**config.mk**
```make
export PLATFORM = sky130hd
export DESIGN_NAME = eism_merge
export DESIGN_NICKNAME = d
export VERILOG_FILES = /design/src/eism_pkg.sv /design/src/eism_merge.sv /design/src/eism_slot.sv
export SDC_FILE = /design/constraint.sdc
export NUM_CORES = 1
export LEC_CHECK = 0
export ABC_CLOCK_PERIOD_IN_PS = 3500
export BUFFER_PORTS_ARGS = -buffer_cell sky130_fd_sc_hd__buf_2
export CAP_MARGIN = 5
export CELL_PAD_IN_SITES_DETAIL_PLACEMENT = 1
export CELL_PAD_IN_SITES_GLOBAL_PLACEMENT = 2
export CORE_ASPECT_RATIO = 0.9
export CORE_UTILIZATION = 35
export DETAILED_ROUTE_END_ITERATION = 10
export PLACE_DENSITY = 0.88
export SETUP_SLACK_MARGIN = 0.3
export SYNTH_ARGS = -nofsm -noshare
export SYNTH_HDL_FRONTEND = slang
export SYNTH_SLANG_ARGS = --single-unit
```
**constraint.sdc**
```tcl
create_clock -name MCLK -period 3.5 [get_ports MCLK]
set_input_delay 0.175 -clock MCLK [delete_from_list [all_inputs] [get_ports MCLK]]
set_output_delay 0.175 -clock MCLK [all_outputs]
set_load 0.05 [all_outputs]
```
**src/eism_pkg.sv**
```systemverilog
package eism_pkg;

    // ------------------------------------------------------------
    // source layout
    // ------------------------------------------------------------
    localparam int NUM_IRQ = 16;
    localparam int SEL_W = 4;
    localparam int NUM_UNIT = 5;
    localparam int NUM_DEV = 8;
    localparam int NUM_EXT = 8;
    // internal source order: floppy, uart1, uart2, uart3, parallel,
    // keyboard, mouse, watchdog
    localparam int DEV_KBD = 5;
    localparam int DEV_MOUSE = 6;
    localparam int DEV_WDOG = 7;
    localparam logic [SEL_W-1:0] SEL_NONE = 4'h0;
    // irq number field inside the watchdog configuration byte
    localparam int WDOG_SEL_POS = 4;

    // irq numbers of the eight muxed pins, pin 0 in the low nibble
    localparam logic [NUM_EXT*SEL_W-1:0] EXT_IRQ_MAP = 32'hFBA97543;

    // ------------------------------------------------------------
    // serial frame timing, in clocks
    // ------------------------------------------------------------
    localparam int SLOT_COUNT = 21;
    localparam logic [4:0] LAST_SLOT = 5'h14;
    localparam logic [1:0] PH_SAMPLE = 2'h0;
    localparam logic [1:0] PH_RECOVER = 2'h1;
    localparam logic [1:0] PH_TURN = 2'h2;
    localparam logic [3:0] STOP_QUIET_LEN = 4'h2;
    localparam logic [3:0] LOW_CNT_MAX = 4'hF;

    typedef enum logic [2:0] {
        ST_IDLE,
        ST_START,
        ST_LEAD,
        ST_SLOTS,
        ST_STOP
    } eism_state_t;

    // pin index that carries a given irq number, or -1
    function automatic int ext_index(input int irq);
        int idx;
        idx = -1;
        for (int i = 0; i < NUM_EXT; i++) begin
            if (int'(EXT_IRQ_MAP[i*SEL_W +: SEL_W]) == irq) begin
                idx = i;
            end
        end
        return idx;
    endfunction

endpackage

```
**src/eism_merge.sv**
```systemverilog
`timescale 1ns/1ns
module eism_merge
    import eism_pkg::*;
(
    input wire logic MCLK,
    input wire logic NRST,
    input wire logic SER_IRQ_IN,
    output logic SER_IRQ_OUT,
    output logic SER_IRQ_OE,
    input wire logic [NUM_EXT-1:0] EXT_IRQ,
    input wire logic [NUM_EXT-1:0] PIN_IRQ_FUNC,
    input wire logic [NUM_UNIT*SEL_W-1:0] UNIT_IRQ_SEL,
    input wire logic [NUM_UNIT-1:0] UNIT_EN,
    input wire logic [NUM_UNIT-1:0] UNIT_IRQ,
    input wire logic [SEL_W-1:0] KBD_IRQ_SEL,
    input wire logic KBD_IRQ,
    input wire logic [SEL_W-1:0] MOUSE_IRQ_SEL,
    input wire logic MOUSE_IRQ,
    input wire logic [7:0] WATCHDOG_CONFIG_REGISTER,
    input wire logic WATCHDOG_IRQ,
    output logic [NUM_IRQ-1:0] SLOT_LEVEL,
    output logic [NUM_EXT-1:0] EXT_BLOCKED,
    output logic QUIET_MODE
);

    // ------------------------------------------------------------
    // source gathering
    // ------------------------------------------------------------
    logic [NUM_DEV*SEL_W-1:0] dev_sel;
    logic [NUM_DEV-1:0] dev_en;
    logic [NUM_DEV-1:0] dev_irq;
    logic [SEL_W-1:0] wdog_sel;
    logic [NUM_IRQ-1:0] merged;
    logic [NUM_IRQ-1:0] blk;
    logic [NUM_EXT-1:0] ext_blk;

    assign wdog_sel = WATCHDOG_CONFIG_REGISTER[WDOG_SEL_POS +: SEL_W];
    assign dev_sel = {wdog_sel, MOUSE_IRQ_SEL, KBD_IRQ_SEL, UNIT_IRQ_SEL};
    // units without an enable bit are enabled by a nonzero select
    assign dev_en = {wdog_sel != SEL_NONE,
                     MOUSE_IRQ_SEL != SEL_NONE,
                     KBD_IRQ_SEL != SEL_NONE,
                     UNIT_EN};
    assign dev_irq = {WATCHDOG_IRQ, MOUSE_IRQ, KBD_IRQ, UNIT_IRQ};

    // ------------------------------------------------------------
    // one merge cell per irq number
    // ------------------------------------------------------------
    generate
        for (genvar n = 0; n < NUM_IRQ; n++) begin : g_slot
            eism_slot #(
                .IRQ_NUM(n),
                .EXT_IDX(ext_index(n))
            ) u_slot (
                .dev_sel(dev_sel),
                .dev_en(dev_en),
                .dev_irq(dev_irq),
                .ext_irq(EXT_IRQ),
                .ext_func(PIN_IRQ_FUNC),
                .req(merged[n]),
                .blocked(blk[n])
            );
        end
        // fold blocking flags back onto pin order
        for (genvar p = 0; p < NUM_EXT; p++) begin : g_blk
            assign ext_blk[p] = blk[EXT_IRQ_MAP[p*SEL_W +: SEL_W]];
        end
    endgenerate

    // ------------------------------------------------------------
    // registered status
    // ------------------------------------------------------------
    // slot levels are also the snapshot used for quiet-mode starts
    always_ff @(posedge MCLK or negedge NRST) begin
        if (!NRST) begin
            SLOT_LEVEL <= 16'h0000;
            EXT_BLOCKED <= 8'h00;
        end else begin
            SLOT_LEVEL <= merged;
            EXT_BLOCKED <= ext_blk;
        end
    end

    // ------------------------------------------------------------
    // serial frame tracking
    // ------------------------------------------------------------
    eism_state_t state_r, state_nxt;
    logic [4:0] slot_r, slot_nxt;
    logic [1:0] phase_r, phase_nxt;
    logic [3:0] low_r, low_nxt;
    logic [NUM_IRQ-1:0] sent_r;
    logic start_req;
    logic drove_start_r;
    logic oe_nxt;
    logic out_nxt;

    // a level change since the last frame asks for a quiet-mode start
    assign start_req = QUIET_MODE && (SLOT_LEVEL != sent_r) &&
                       !drove_start_r;

    always_comb begin
        state_nxt = state_r;
        slot_nxt = slot_r;
        phase_nxt = phase_r;
        low_nxt = low_r;
        case (state_r)
            ST_IDLE: begin
                if (!SER_IRQ_IN) begin
                    state_nxt = ST_START;
                    low_nxt = 4'h1;
                end
            end
            ST_START: begin
                if (SER_IRQ_IN) begin
                    // this high clock is the recovery of the start
                    state_nxt = ST_LEAD;
                end else if (low_r != LOW_CNT_MAX) begin
                    low_nxt = low_r + 4'h1;
                end
            end
            ST_LEAD: begin
                // turnaround, then slot 0 sample phase
                state_nxt = ST_SLOTS;
                slot_nxt = 5'h00;
                phase_nxt = PH_SAMPLE;
            end
            ST_SLOTS: begin
                if (phase_r == PH_TURN) begin
                    phase_nxt = PH_SAMPLE;
                    if (slot_r == LAST_SLOT) begin
                        state_nxt = ST_STOP;
                        low_nxt = 4'h0;
                    end else begin
                        slot_nxt = slot_r + 5'h01;
                    end
                end else begin
                    phase_nxt = phase_r + 2'h1;
                end
            end
            ST_STOP: begin
                if (!SER_IRQ_IN) begin
                    if (low_r != LOW_CNT_MAX) begin
                        low_nxt = low_r + 4'h1;
                    end
                end else if (low_r != 4'h0) begin
                    state_nxt = ST_IDLE;
                end
            end
            default: begin
                state_nxt = ST_IDLE;
            end
        endcase
    end

    // drive decisions follow the next phase so the pin flops line up
    always_comb begin
        oe_nxt = 1'b0;
        out_nxt = 1'b1;
        if (state_r == ST_IDLE && SER_IRQ_IN && start_req) begin
            oe_nxt = 1'b1;
            out_nxt = 1'b0;
        end else if (state_nxt == ST_SLOTS && slot_nxt < 5'(NUM_IRQ)) begin
            // deasserted irq pulls low, asserted irq floats high
            if (!SLOT_LEVEL[slot_nxt[3:0]]) begin
                if (phase_nxt == PH_SAMPLE) begin
                    oe_nxt = 1'b1;
                    out_nxt = 1'b0;
                end else if (phase_nxt == PH_RECOVER) begin
                    oe_nxt = 1'b1;
                    out_nxt = 1'b1;
                end
            end
        end
    end

    // frame position
    always_ff @(posedge MCLK or negedge NRST) begin
        if (!NRST) begin
            state_r <= ST_IDLE;
            slot_r <= 5'h00;
            phase_r <= PH_SAMPLE;
            low_r <= 4'h0;
        end else begin
            state_r <= state_nxt;
            slot_r <= slot_nxt;
            phase_r <= phase_nxt;
            low_r <= low_nxt;
        end
    end

    // pin drivers straight from flops
    always_ff @(posedge MCLK or negedge NRST) begin
        if (!NRST) begin
            SER_IRQ_OE <= 1'b0;
            SER_IRQ_OUT <= 1'b1;
            drove_start_r <= 1'b0;
        end else begin
            SER_IRQ_OE <= oe_nxt;
            SER_IRQ_OUT <= out_nxt;
            drove_start_r <= (state_r == ST_IDLE) && oe_nxt;
        end
    end

    // remember what each sample phase reported
    always_ff @(posedge MCLK or negedge NRST) begin
        if (!NRST) begin
            sent_r <= 16'h0000;
        end else if (state_nxt == ST_SLOTS && phase_nxt == PH_SAMPLE &&
                     slot_nxt < 5'(NUM_IRQ)) begin
            sent_r[slot_nxt[3:0]] <= SLOT_LEVEL[slot_nxt[3:0]];
        end
    end

    // stop frame length selects the mode of the next frame
    always_ff @(posedge MCLK or negedge NRST) begin
        if (!NRST) begin
            QUIET_MODE <= 1'b0;
        end else if (state_r == ST_STOP && SER_IRQ_IN && low_r != 4'h0) begin
            QUIET_MODE <= (low_r == STOP_QUIET_LEN);
        end
    end

endmodule

```
**src/eism_slot.sv**
```systemverilog
`timescale 1ns/1ns
module eism_slot
    import eism_pkg::*;
#(
    parameter int IRQ_NUM = 0,
    parameter int EXT_IDX = -1
) (
    input wire logic [NUM_DEV*SEL_W-1:0] dev_sel,
    input wire logic [NUM_DEV-1:0] dev_en,
    input wire logic [NUM_DEV-1:0] dev_irq,
    input wire logic [NUM_EXT-1:0] ext_irq,
    input wire logic [NUM_EXT-1:0] ext_func,
    output logic req,
    output logic blocked
);

    logic owned;
    logic int_req;
    logic ext_req;

    // ------------------------------------------------------------
    // internal claim of this irq number
    // ------------------------------------------------------------
    // an owner needs both the matching select and its enable
    always_comb begin
        owned = 1'b0;
        int_req = 1'b0;
        for (int d = 0; d < NUM_DEV; d++) begin
            if (dev_sel[d*SEL_W +: SEL_W] == IRQ_NUM[SEL_W-1:0] &&
                dev_sel[d*SEL_W +: SEL_W] != SEL_NONE && dev_en[d]) begin
                owned = 1'b1;
                int_req = int_req | dev_irq[d];
            end
        end
    end

    // ------------------------------------------------------------
    // external pin path
    // ------------------------------------------------------------
    generate
        if (EXT_IDX >= 0) begin : g_ext
            // only a pin set to its irq function is looked at
            assign ext_req = ext_func[EXT_IDX] & ext_irq[EXT_IDX];
            assign blocked = owned & ext_func[EXT_IDX];
        end else begin : g_noext
            assign ext_req = 1'b0;
            assign blocked = 1'b0;
        end
    endgenerate

    // internal owner wins, otherwise the pin fills the slot
    assign req = owned ? int_req : ext_req;

endmodule
```
==> impl_metrics.ini <==
[setup_path]
startpoint = state_r[0]$_DFF_PN0_
cpPeakStageDelay_ns = 0.73
crit_chain = nand3b_1 > nor4_1 > a211o_1 > mux2_4 > a221oi_2 > o41ai_2
path_buf_inv = 0
cp.arrival_ns = 2.94
worstSetupStartpointType = flip-flop
critPathCaptureType = flip-flop
r2r_start = state_r[0]$_DFF_PN0_
path_max_fanout = 17
reg2reg_slack_ns = 0.75
required_ns = 3.69
rr_worst_depth = 6
cp.depth = 6
cpLargestDelayFamily = compound AO/OA/AOI/OAI gates
cp_slowest_cell = dfrtp_1
worstReg2RegEnd = SER_IRQ_OE$_DFF_PN0_
crit_path_end = SER_IRQ_OE$_DFF_PN0_
crit_type = flip-flop to flip-flop

[route]
drc = 0
vias = 4644
dr_wl_met3_mm = 1.45
wl_met1_mm = 7.91
top_layer_used = met4
avgRoutedWirePerCell_um = 23.0
firstDrtPassIters = 5
dr_wl_met2_mm = 7.53
vias_per_cell = 6.16
wirelength_mm = 17.3
drt-initial-drc-count = 508
ant_nets = 0

[yosys]
synth.most_common_cell = o22ai_1
netlist_instances = 502
yosys-top-cells-area = dfrtp_1 (33%), o22ai_1 (10%), nand2_1 (4.2%)
synth_seq_cells = 57
synthesis.area_um2 = 4250
netlist_top_cells_count = o22ai_1 (69), dfrtp_1 (56), nand2_1 (48)
synthArstFlopShare_pct = 100
syn_nets = 575
netlist.area_leader.share_pct = 33.0
synth_top_area_cell = dfrtp_1
yosysWarnings = 0
seq_area_frac_synth_pct = 33.6
synth_edf_count = 0
dominantRegCellSynth = dfrtp_1
synth_area_per_cell_um2 = 8.46
synth_cell_types = 65

[clock_tree]
cts_tree = built
cts_setup_buffers = 0
cts_sinks = 57
htreeDepth = 3
clock_latency_ns = 0.32
path_clk_slew_ns = 0.06
cts_buffers = 9
cts_buffer_depth = 2
cts-root-buf = clkbuf_16

[layout]
final-instance-count-excl-fill = 754
nFillCells = 1435
nNetsFinal = 666
fin_area_um2 = 5160
post-route-util_pct = 44.4
n_antenna_cell = 0
multi_input_area_um2 = 2690
drive_above_1_share_pct = 22.6
ff_latch_area_um2 = 1430
syn_to_final_growth_pct = 21.5

[placement]
hpwl_mm = 13.6
place_area_um2 = 4830
pre_cts_ws_ns = 0.794
globalplace.congestion = 0.937
place_inst = 737
io_buffers = 89

[floorplan]
row_count = 37
die_area_um2 = 12600
pin_count = 95
start_util_pct = 36.6
fp.dieW_um = 118
die_h_um = 107
coreArea_um2 = 11600

[sta]
timing.fmax_mhz = 364
rsz0062_at_grt = false
period_share_pct = 78.6
setup_viol = 0
final.min_clock_period_ns = 2.75
relSlewSlack_pct = 43.2
tns_ns = 0
layout_setup_ws_ns = 0.751
finalHoldViolations = 0
drv_slew = 0
finClkSkew_ns = 0.00818
worstMarginPinSlew_ns = 0.852

[power]
powerDensity_nw_per_um2 = 574
ir_worst_vdd_uv = 321
leakage_nw = 2.28

[run]
maxCapViolations = 0

[global_routing]
grt_max_degree = 38
grtUsageTotal_pct = 28.2
grt_pass1_wl_mm = 27.0
grt_pass1_vias = 4770
overflow = 0
antenna_found_initial = 0

[worst_hold_path]
min_from = PIN_IRQ_FUNC[5]
min_path_type = input pin to flip-flop

[status]
outcome = complete, no violations
## final cells by class
class	instances	share of cell area, %
Clock buffer	11	4.70
Clock inverter	5	1.53
Inverter	14	1.02
Timing Repair Buffer	92	9.12
Multi-Input combinational cell	419	52.2
Tap cell	156	3.78
Sequential cell	57	27.7
## worst register-to-register path: stages (launching register included)
cell and delay, ns:
dfrtp_1 0.73, nand3b_1 0.26, nor4_1 0.26, a211o_1 0.54, mux2_4 0.40, a221oi_2 0.32, o41ai_2 0.13
## registers in the layout, indices dropped and copies added, names as in the netlist
signal	count
sent_r	16
SER_IRQ_OE	1
QUIET_MODE	1
low_r	4
SLOT_LEVEL	15
slot_r	5
EXT_BLOCKED	8
drove_start_r	1
phase_r	2
state_r	3
SER_IRQ_OUT	1
## through the flow
stage,power [mW],hold slack (ns)
finish,2.96,0.0827
global route,3.12,0.0862
CTS,2.97,0.0691
detailed placement,2.00,0.332
global placement,1.94,0.316
floorplan,1.67,-0.121
## kinds of logic after synthesis
kind of cell	Yosys count	share of synthesized area (%)
AO/OA/AOI/OAI	133	21.8
XOR/XNOR	19	3.92
adder cells (fa/ha/maj)	5	1.47
buffers and inverters	26	3.00
flip-flops	57	33.6
multiplexers	21	5.68
other	1	0.0883
AND/OR/NAND/NOR	240	30.4
## worst min-delay path by stage
stage               slack, ns                       end  cells after the start
CTS                      0.07  EXT_BLOCKED[1]$_DFF_PN0_                      2
floorplan               -0.12  EXT_BLOCKED[0]$_DFF_PN0_                      0
finish                   0.08  EXT_BLOCKED[5]$_DFF_PN0_                      2
detailed placement       0.33  EXT_BLOCKED[5]$_DFF_PN0_                      1
global placement         0.32  EXT_BLOCKED[5]$_DFF_PN0_                      1
global route             0.09  EXT_BLOCKED[4]$_DFF_PN0_                      2
## what timing repair did
item	4_1_cts	5_1_grt
hold buffers	1	0
resized for setup	0	0
endpoints found under the hold margin	34	0
## where the power goes
| group | switching [mW] | total, mW | internal (mW) |
|---|---|---|---|
| Combinational | 0.729 | 1.12 | 0.387 |
| Clock | 0.315 | 0.957 | 0.641 |
| Sequential | 0.122 | 0.891 | 0.769 |
| Total | 1.17 | 2.96 | 1.80 |
## layout by cell type (no fill, tap or decap), drive strengths merged, types with 4 or more instances in the layout
cell type  netlist  final
nor2b            8      8
or2              4      4
xor2            18     18
nand2           48     48
inv             14     14
nor2            42     42
ha               5      5
clkbuf           5     11
nand2b          21     21
mux2i            9      9
dfrtp           56     56
or3b             5      5
o32ai            5      5
nor4            14     14
o22ai           70     70
and2             7      7
o21ai           19     19
nand4            8      8
nand3b          22     22
mux2            12     12
buf              7     91
nor3            20     20
o31ai            4      4
nand3           28     28
## per-layer routing
metal,vias to the layer above,GRT usage [%]
met5,-,0
met4,0,9.43
met3,36,7.78
met2,234,43.4
met1,2274,38.1
li1,2100,-
No activity file was read; power rests on OpenSTA's default activity.
